## src/shared/serial_clock_consts.svh

```systemverilog
`ifndef SERIAL_CLOCK_CONSTS_SVH
`define SERIAL_CLOCK_CONSTS_SVH

// Register indexes; byte address is four times the index
`define SCLK_CTRL_IDX      16'hf803
`define SYNC_SEL_IDX       16'hf802
`define SCLK_STAT_IDX      16'hf810
`define SCLK_CTRL_ADDR     (32'h0000_f803 * 4)
`define SYNC_SEL_ADDR      (32'h0000_f802 * 4)
`define SCLK_STAT_ADDR     (32'h0000_f810 * 4)

// Control fields
`define CTRL_HOLD_BIT      5
`define CTRL_DIVRST_BIT    4
`define CTRL_POL_BIT       3
`define CTRL_RATE_MSB      2
`define CTRL_RATE_LSB      0
`define CTRL_WIDTH         6
`define CTRL_RESET         6'h00

// Per-channel sync-reset bit positions, channel 0 first
`define SYNC_CH0_BIT       24
`define SYNC_CH1_BIT       16
`define SYNC_CH2_BIT       8
`define SYNC_CH3_BIT       0
`define SYNC_SEL_RESET     4'h0

// Rate codes
`define RATE_OFF           3'h0
`define RATE_DIV1          3'h1
`define RATE_DIV2          3'h2
`define RATE_DIV4          3'h3
`define RATE_DIV8          3'h4
`define RATE_DIV16         3'h5

// Status fields
`define STAT_HELD_BIT      0
`define STAT_RUN_BIT       1
`define STAT_CLK_BIT       2

// Bus responses
`define RESP_OKAY          2'h0
`define RESP_SLVERR        2'h2
`endif

```

## src/shared/serial_clock_pkg.sv

```systemverilog
package serial_clock_pkg;
  typedef logic [2:0]  rate_t;
  typedef logic [1:0]  resp_t;
  typedef logic [31:0] word_t;
  typedef logic [4:0]  ratio_t;
endpackage : serial_clock_pkg

```

## src/verilog/serial_output_clock_generator.sv

```systemverilog
// Our own choice: register access over AXI4-Lite.
`include "serial_clock_consts.svh"

module serial_output_clock_generator #(
  parameter int AddrWidth = 18
) (
  input  wire logic                    clk,
  input  wire logic                    rst_n,
  input  wire logic                    syncInPulse,
  output logic                         serialClk,
  output logic                         bitStrobe,
  output logic [3:0]                   serialReset,
  input  wire logic [AddrWidth-1:0]    s_axi_awaddr,
  input  wire logic                    s_axi_awvalid,
  output logic                         s_axi_awready,
  input  wire serial_clock_pkg::word_t s_axi_wdata,
  input  wire logic [3:0]              s_axi_wstrb,
  input  wire logic                    s_axi_wvalid,
  output logic                         s_axi_wready,
  output serial_clock_pkg::resp_t      s_axi_bresp,
  output logic                         s_axi_bvalid,
  input  wire logic                    s_axi_bready,
  input  wire logic [AddrWidth-1:0]    s_axi_araddr,
  input  wire logic                    s_axi_arvalid,
  output logic                         s_axi_arready,
  output serial_clock_pkg::word_t      s_axi_rdata,
  output serial_clock_pkg::resp_t      s_axi_rresp,
  output logic                         s_axi_rvalid,
  input  wire logic                    s_axi_rready
);
  import serial_clock_pkg::*;

  if (AddrWidth < 18 || AddrWidth > 32) begin : g_bad_addr
    $error("AddrWidth must be 18 to 32");
  end

  // ---------------------------------------------------------------
  // Register bus
  // ---------------------------------------------------------------
  logic [`CTRL_WIDTH-1:0] ctrl_reg, ctrl_next;
  logic [3:0]             syncSel_reg, syncSel_next;
  logic                   awHave_reg, awHave_next, wHave_reg, wHave_next;
  logic [AddrWidth-1:0]   awAddr_reg, awAddr_next;
  word_t                  wData_reg, wData_next;
  logic [3:0]             wStrb_reg, wStrb_next;
  logic                   awready_reg, awready_next, wready_reg, wready_next;
  logic                   bvalid_reg, bvalid_next, arready_reg, arready_next;
  logic                   rvalid_reg, rvalid_next;
  resp_t                  bresp_reg, bresp_next, rresp_reg, rresp_next;
  word_t                  rdata_reg, rdata_next;
  logic                   waitSync_reg, serialClk_reg;
  logic                   running;

  function automatic logic isAddr(logic [AddrWidth-1:0] a, logic [31:0] b);
    return {a[AddrWidth-1:2], 2'b00} == b[AddrWidth-1:0];
  endfunction

  always_comb begin
    ctrl_next    = ctrl_reg;
    syncSel_next = syncSel_reg;
    awHave_next  = awHave_reg;
    wHave_next   = wHave_reg;
    awAddr_next  = awAddr_reg;
    wData_next   = wData_reg;
    wStrb_next   = wStrb_reg;
    bvalid_next  = bvalid_reg;
    bresp_next   = bresp_reg;
    arready_next = arready_reg;
    rvalid_next  = rvalid_reg;
    rdata_next   = rdata_reg;
    rresp_next   = rresp_reg;
    if (s_axi_bvalid && s_axi_bready) begin
      bvalid_next = 1'b0;
    end
    if (s_axi_awvalid && awready_reg) begin
      awHave_next = 1'b1;
      awAddr_next = s_axi_awaddr;
    end
    if (s_axi_wvalid && wready_reg) begin
      wHave_next = 1'b1;
      wData_next = s_axi_wdata;
      wStrb_next = s_axi_wstrb;
    end
    if (awHave_reg && wHave_reg && !bvalid_reg) begin
      awHave_next = 1'b0;
      wHave_next  = 1'b0;
      bvalid_next = 1'b1;
      bresp_next  = `RESP_OKAY;
      if (isAddr(awAddr_reg, `SCLK_CTRL_ADDR)) begin
        if (wStrb_reg[0]) begin
          ctrl_next = wData_reg[`CTRL_WIDTH-1:0];
        end
      end else if (isAddr(awAddr_reg, `SYNC_SEL_ADDR)) begin
        if (wStrb_reg[3]) syncSel_next[0] = wData_reg[`SYNC_CH0_BIT];
        if (wStrb_reg[2]) syncSel_next[1] = wData_reg[`SYNC_CH1_BIT];
        if (wStrb_reg[1]) syncSel_next[2] = wData_reg[`SYNC_CH2_BIT];
        if (wStrb_reg[0]) syncSel_next[3] = wData_reg[`SYNC_CH3_BIT];
      end else if (!isAddr(awAddr_reg, `SCLK_STAT_ADDR)) begin
        bresp_next = `RESP_SLVERR;
      end
    end
    awready_next = !awHave_next;
    wready_next  = !wHave_next;
    if (s_axi_rvalid && s_axi_rready) begin
      rvalid_next  = 1'b0;
      arready_next = 1'b1;
    end
    if (s_axi_arvalid && arready_reg) begin
      arready_next = 1'b0;
      rvalid_next  = 1'b1;
      rdata_next   = '0;
      rresp_next   = `RESP_OKAY;
      if (isAddr(s_axi_araddr, `SCLK_CTRL_ADDR)) begin
        rdata_next[`CTRL_WIDTH-1:0] = ctrl_reg;
      end else if (isAddr(s_axi_araddr, `SYNC_SEL_ADDR)) begin
        rdata_next[`SYNC_CH0_BIT] = syncSel_reg[0];
        rdata_next[`SYNC_CH1_BIT] = syncSel_reg[1];
        rdata_next[`SYNC_CH2_BIT] = syncSel_reg[2];
        rdata_next[`SYNC_CH3_BIT] = syncSel_reg[3];
      end else if (isAddr(s_axi_araddr, `SCLK_STAT_ADDR)) begin
        rdata_next[`STAT_HELD_BIT] = ctrl_reg[`CTRL_HOLD_BIT] && waitSync_reg;
        rdata_next[`STAT_RUN_BIT]  = running;
        rdata_next[`STAT_CLK_BIT]  = serialClk_reg;
      end else begin
        rresp_next = `RESP_SLVERR;
      end
    end
  end

  always_ff @(posedge clk or negedge rst_n) begin
    if (!rst_n) begin
      ctrl_reg    <= `CTRL_RESET;
      syncSel_reg <= `SYNC_SEL_RESET;
      awHave_reg  <= 1'b0;
      wHave_reg   <= 1'b0;
      awAddr_reg  <= '0;
      wData_reg   <= '0;
      wStrb_reg   <= 4'h0;
      awready_reg <= 1'b1;
      wready_reg  <= 1'b1;
      bvalid_reg  <= 1'b0;
      bresp_reg   <= `RESP_OKAY;
      arready_reg <= 1'b1;
      rvalid_reg  <= 1'b0;
      rdata_reg   <= '0;
      rresp_reg   <= `RESP_OKAY;
    end else begin
      ctrl_reg    <= ctrl_next;
      syncSel_reg <= syncSel_next;
      awHave_reg  <= awHave_next;
      wHave_reg   <= wHave_next;
      awAddr_reg  <= awAddr_next;
      wData_reg   <= wData_next;
      wStrb_reg   <= wStrb_next;
      awready_reg <= awready_next;
      wready_reg  <= wready_next;
      bvalid_reg  <= bvalid_next;
      bresp_reg   <= bresp_next;
      arready_reg <= arready_next;
      rvalid_reg  <= rvalid_next;
      rdata_reg   <= rdata_next;
      rresp_reg   <= rresp_next;
    end
  end

  assign s_axi_awready = awready_reg;
  assign s_axi_wready  = wready_reg;
  assign s_axi_bvalid  = bvalid_reg;
  assign s_axi_bresp   = bresp_reg;
  assign s_axi_arready = arready_reg;
  assign s_axi_rvalid  = rvalid_reg;
  assign s_axi_rdata   = rdata_reg;
  assign s_axi_rresp   = rresp_reg;

  // ---------------------------------------------------------------
  // Bit clock divider
  // ---------------------------------------------------------------
  rate_t      rate;
  ratio_t     ratio;
  logic [3:0] cnt_reg, cnt_next, half;
  logic       holdBit, divRstEn, pol, divClear;
  logic       waitSync_next, serialClk_next, bitStrobe_reg, bitStrobe_next;
  logic [3:0] serialReset_reg, serialReset_next;

  always_comb begin
    rate     = ctrl_reg[`CTRL_RATE_MSB:`CTRL_RATE_LSB];
    holdBit  = ctrl_reg[`CTRL_HOLD_BIT];
    divRstEn = ctrl_reg[`CTRL_DIVRST_BIT];
    pol      = ctrl_reg[`CTRL_POL_BIT];
    case (rate)
      `RATE_DIV1:  ratio = 5'd1;
      `RATE_DIV2:  ratio = 5'd2;
      `RATE_DIV4:  ratio = 5'd4;
      `RATE_DIV8:  ratio = 5'd8;
      `RATE_DIV16: ratio = 5'd16;
      default:     ratio = 5'd0;
    endcase
    half          = ratio[4:1];
    running       = (ratio != 5'd0) && !(holdBit && waitSync_reg);
    divClear      = syncInPulse && divRstEn && (|syncSel_reg);
    waitSync_next = waitSync_reg && !syncInPulse;
    serialReset_next = syncSel_reg & {4{syncInPulse}};
    if (!running || divClear || ({1'b0, cnt_reg} >= ratio - 5'd1)) begin
      cnt_next = 4'h0;
    end else begin
      cnt_next = cnt_reg + 4'h1;
    end
    if (!running) begin
      serialClk_next = !pol;
    end else if (ratio == 5'd1) begin
      serialClk_next = !serialClk_reg;
    end else begin
      serialClk_next = (cnt_reg >= half) ? pol : !pol;
    end
    bitStrobe_next = running && (cnt_reg == 4'h0);
  end

  always_ff @(posedge clk or negedge rst_n) begin
    if (!rst_n) begin
      cnt_reg         <= 4'h0;
      waitSync_reg    <= 1'b1;
      serialClk_reg   <= 1'b1;
      bitStrobe_reg   <= 1'b0;
      serialReset_reg <= 4'h0;
    end else begin
      cnt_reg         <= cnt_next;
      waitSync_reg    <= waitSync_next;
      serialClk_reg   <= serialClk_next;
      bitStrobe_reg   <= bitStrobe_next;
      serialReset_reg <= serialReset_next;
    end
  end

  assign serialClk   = serialClk_reg;
  assign bitStrobe   = bitStrobe_reg;
  assign serialReset = serialReset_reg;

  logic steady;
  assign steady = !syncInPulse && !(awHave_reg && wHave_reg);
endmodule : serial_output_clock_generator

```

## config.mk

```make
export PLATFORM = sky130hd
export DESIGN_NAME = serial_output_clock_generator
export DESIGN_NICKNAME = d
export VERILOG_FILES = /design/src/shared/serial_clock_pkg.sv /design/src/verilog/serial_output_clock_generator.sv
export VERILOG_INCLUDE_DIRS = /design/src /design/src/shared
export SDC_FILE = /design/constraint.sdc
export NUM_CORES = 1
export LEC_CHECK = 0
export BUFFER_PORTS_ARGS = -buffer_cell sky130_fd_sc_hd__buf_2
export CAP_MARGIN = 40
export CELL_PAD_IN_SITES_DETAIL_PLACEMENT = 2
export CELL_PAD_IN_SITES_GLOBAL_PLACEMENT = 2
export CORE_ASPECT_RATIO = 1.4
export CORE_MARGIN = 2
export CORE_UTILIZATION = 32
export CTS_CLUSTER_DIAMETER = 200
export DETAILED_ROUTE_END_ITERATION = 16
export PLACE_DENSITY = 0.83
export SYNTH_ARGS = -nofsm -noshare
export SYNTH_HDL_FRONTEND = slang
export SYNTH_SLANG_ARGS = --single-unit
export TNS_END_PERCENT = 50
```

## constraint.sdc

```tcl
create_clock -name clk -period 5.05 [get_ports clk]
set_input_delay 0.505 -clock clk [delete_from_list [all_inputs] [get_ports clk]]
set_output_delay 0.505 -clock clk [all_outputs]
set_load 0.05 [all_outputs]
```

# --- Yosys cells after proc, flatten, opt, wreduce, memory -nomap -nowiden ---
# Index checks and enable logic that the tools add are counted.
word_totals:
  inputBits: 80
  reg_bits: 88
op_classes:
  add_sub_neg: 2
  eq_ne: 12
  muxes: 32
  n_reduce_logical: 33
  n_lt_le_gt_ge: 2
  bitwise_logic: 2
ops:
  columns: ["op", "count"]
  rows:
  - ["$eq 16x16->1 const B", 6]
  - ["$pmux 5 s5", 1]
  - ["$mux 1", 20]
  - ["$reduce_and 4->1", 4]
  - ["$mux 2", 7]
  - ["$logic_and 1x1->1", 13]
  - ["$mux 3", 3]
  - ["$logic_not 1->1", 8]
  - ["$eq 3x2->1 const B", 2]
  - ["$eq 3x3->1 const B", 2]
  - ["$eq 5x1->1 const B", 1]
  - ["$ge 4x5->1", 1]
  - ["$reduce_bool 5->1", 1]
  - ["$sub 5x1->5 const B", 1]
  - ["$add 4x1->4 const B", 1]
  - ["$and 4x4->4", 1]
  - ["$ge 4x4->1", 1]
  - ["$logic_not 4->1", 1]
  - ["$mux 4", 1]
  - ["$reduce_bool 2->1", 2]
  - ["$reduce_or 4->1", 1]
  - ["$eq 3x1->1 const B", 1]
  - ["$reduce_and 3->1", 1]
  - ["$logic_or 1x1->1", 2]
  - ["$not 1->1", 1]

# --- Longest topological paths before layout ---
depth:
  depth_word: 8
  mapped_depth: 10
  depth_no_buf: 9

# --- Worst setup path after synthesis ---
# Ideal clock, no wire load.
synth_timing:
  kind: "register to register"
  from: "register ctrl_reg[2]"
  to: "register cnt_reg[0]"
  path_stages_with_launch: 9
  synth_period_minus_slack_ns: 2.325
  path_buffers: 1
  t_arrival_ns: 2.220
  t_required_ns: 4.945
  path_slack_ns: 2.725
  path_cell_list: "dfrtp_1 buf_2 or3_1 ha_1 xnor2_1 ha_1 a2111oi_0 nor3_1 nor4b_1"
synth_via:
  elab_chain_len: 8
  word_cells_on_any_way: 14
  classes_between: "1 x add/sub; 1 x order compare; 5 x eq/ne; 2 x mux; 5 x reduce/logical"
synth_lines:
  columns: ["element", "line", "source"]
  rows:
  - ["from (decl)", "serial_output_clock_generator.sv:40", "logic [`CTRL_WIDTH-1:0] ctrl_reg, ctrl_next;"]
  - ["from (signal assigned)", "serial_output_clock_generator.sv:132", "ctrl_reg <= `CTRL_RESET;"]
  - ["from (signal assigned)", "serial_output_clock_generator.sv:148", "ctrl_reg <= ctrl_next;"]
  - ["$eq 3x3->1 (tied with other cells)", "serial_output_clock_generator.sv:190", "case (rate)"]
  - ["$pmux 5 s5 *", "serial_output_clock_generator.sv:190", null]
  - ["parallel branches: the longest is 4 deep, another holds $sub 5x1->5", null, null]
  - ["$logic_or 1x1->1 *", "serial_output_clock_generator.sv:203", "if (!running || divClear || ({1'b0, cnt_reg} >= ratio - 5'd1)) begin"]
  - ["$mux 4 *", "serial_output_clock_generator.sv:203", null]
  - ["net cnt_next[0]", "serial_output_clock_generator.sv:180", "logic [3:0] cnt_reg, cnt_next, half;"]
  - ["to (signal assigned)", "serial_output_clock_generator.sv:226", "cnt_reg <= cnt_next;"]
  - ["to (decl)", "serial_output_clock_generator.sv:180", null]
# Mark *: on every way through the listed nets, which the timed path passes.
# A chain may end at the register's enable or synchronous reset.

# --- Worst setup path in the final report ---
layout_timing:
  from: "register ctrl_reg[0]"
  to: "register cnt_reg[0]"
# Same word-level chain as after synthesis.

==> impl_metrics.toml <==
[clocking]
cts_tree = "done"
cts_htree_levels = 3
clock_latency_ps = 330
numCtsBuffers = 9
cts.clk_slew.worst_paths_ps = 50
cts_root_buf = "clkbuf_16"
clock-sinks = 68
post_cts_resized = 0
postCtsSetupRepairBufs = 0
clockBufferDepth = 2
hold_buffers = 0

[global_routing]
grt_max_degree = 61
grt_pass1_vias = 2781
antenna_found_initial = 0
grtUsageTotal = 0.157
overflow = 0
grt_pass1_wl_um = 13900

[drt]
ant_nets = 0
vias = 2397
drt_iter0_drc = 59
drtPass1Iterations = 4
drc = 0
wl_um = 8130
wl_per_cell_um = 16.2
vias_per_cell = 4.77

[timing]
tns_ps = 0
hold_violations = 0
slew_viol_final = 0
worst_slew_margin_rel = 0.485
setup_violations = 0
holdWs_ps = 96.6
rsz0062_at_grt = "no"
skew_ps = 6.97
fmax_ghz = 0.384
finalCritPeriodShare = 0.516
fin_ws_ps = 2440
finalCriticalPeriod_ps = 2610
tightest_slew_ps = 772

[critical_path]
worstPathCellList = "inv_1 > or3_1 > ha_1 > xnor2_1 > ha_1 > a2111oi_0 > nor3_1 > nor4b_1"
worst_setup_path_start_kind = "flip-flop"
timing.critical_path.to = "cnt_reg[0]$_DFF_PN0_"
cp_data_required_time_ps = 5280
path_delay_family = "simple AND/OR/NAND/NOR gates"
worstSetupStartpoint = "ctrl_reg[0]$_DFFE_PN0P_"
cpPeakStageDelay_ps = 430
reg2reg_slack_ps = 2440
cp_data_arrival_time_ps = 2830
path_buf_inv = 1
r2r_start = "ctrl_reg[0]$_DFFE_PN0P_"
critPathKind = "flip-flop to flip-flop"
reg2reg_depth = 8
critPathCaptureType = "flip-flop"
cpMostUsedCell = "ha_1"
critPathSlowestCell = "or3_1"
worst_r2r_endpoint = "cnt_reg[0]$_DFF_PN0_"
cp.depth = 8
cp_max_fo = 6

[finish]
fin_util = 0.403
multiInputGateArea_mm2 = 0.00142
layout_common_cells = "buf_2 (74), dfrtp_1 (63), mux2_2 (39), conb_1 (25), nand2_1 (17)"
regArea_mm2 = 0.00171
fin_nets = 455
finalNonFillerCells = 503
area_delta_synth_final_pct = 21.9
layout_commonest_cell = "buf_2"
num_antenna_cells = 0
largest_reg_flops = 16
final_cell_area_mm2 = 0.00404
nFillCells = 1121
drive_gt1_frac = 0.380

[floorplanning]
die_area_mm2 = 0.0112
design.core.area_mm2 = 0.0100
rows = 43
io_pins = 127
die_w_um = 90.0
initial_core_util = 0.331
die_height_um = 124

[power]
power_mw = 1.83
power.density_mw_per_mm2 = 452
vdd_ir_drop_max_v = 0.000244
p_leak_nw = 1.95

[placed_design]
placed_area_mm2 = 0.00377
hpwl_um = 6270
io_buffers = 74
dpl.cell_count = 487
place_ws_ps = 2410
gp_congestion = 0.742

[logic_synthesis]
ys.flop_type = "dfrtp_1"
synth.distinct_cells = 46
synth_top_area_share = 0.476
syn_inst = 284
synth-seq-area-share = 0.516
yosys-top-cells-area = "dfrtp_1 (48%), mux2_2 (13%), buf_4 (5.7%)"
synth.largest_area_cell = "dfrtp_1"
synth-edff-count = 0
syn_area_mm2 = 0.00331
avgSynthCellArea_um2 = 11.7
synth_warnings = 0
synth_seq_cells = 68
async_flop_share = 1.00

[job]
drv_cap = 0

[status]
outcome = "complete, no violations"

[worst_hold_path]
holdCritPathClass = "input pin to async pin"
-- metal layers --
metal | share of wire | GRT usage
met2 | 0.55 | 0.295
met5 | 0 | 0
met1 | 0.37 | 0.162
met4 | 0.016 | 0.0543
met3 | 0.065 | 0.0538
-- worst reg2reg max path, cell delays in order (launching register included) --
cell,delay [ps]
dfrtp_1,410
inv_1,110
or3_1,430
ha_1,290
xnor2_1,160
ha_1,200
a2111oi_0,410
nor3_1,200
nor4b_1,290
-- cells by family after synthesis --
group	share of synthesized area
flops	0.516
fa+ha+maj	0.0453
xor+xnor	0.0106
simple gates	0.141
mux	0.136
compound gates	0.0672
other cells	0.00113
buf+inv	0.0835
-- power by group --
group          switching, mW  internal (mW)
Sequential            0.0888          0.708
Clock                  0.228          0.344
Combinational          0.280          0.179
-- synthesized netlist by cell type, drive strengths merged, types with 3 or more instances --
cell	instances
xnor2	3
nand2b	3
nor4	10
or3	3
o21ai	10
mux2	39
clkbuf	5
ha	12
nor2	7
nor2b	3
and2	8
buf	28
nand2	17
a22o	3
nand3b	5
a21oi	3
nor3	6
nand3	7
dfstp	5
dfrtp	63
inv	15
-- cell type report --
cell class	count	share of cell area
Clock buffer	12	0.0610
Clock inverter	4	0.00620
Inverter	15	0.0139
Multi-Input combinational cell	192	0.351
Sequential cell	68	0.423
Tap cell	135	0.0418
Timing Repair Buffer	77	0.103
-- worst min path at each step --
stage,startpoint,endpoint,slack (ps),depth (start not counted)
after floorplan,rst_n,awAddr_reg[10]$_DFFE_PN0P_,210,0
after global placement,wHave_reg$_DFF_PN0_,s_axi_wready$_DFF_PN1_,460,1
after detailed placement,rst_n,cnt_reg[3]$_DFF_PN0_,450,2
after CTS,rst_n,cnt_reg[3]$_DFF_PN0_,90,2
after global routing,rst_n,cnt_reg[3]$_DFF_PN0_,90,2
final,rst_n,cnt_reg[3]$_DFF_PN0_,100,2
(Power assumes the default switching activity.)
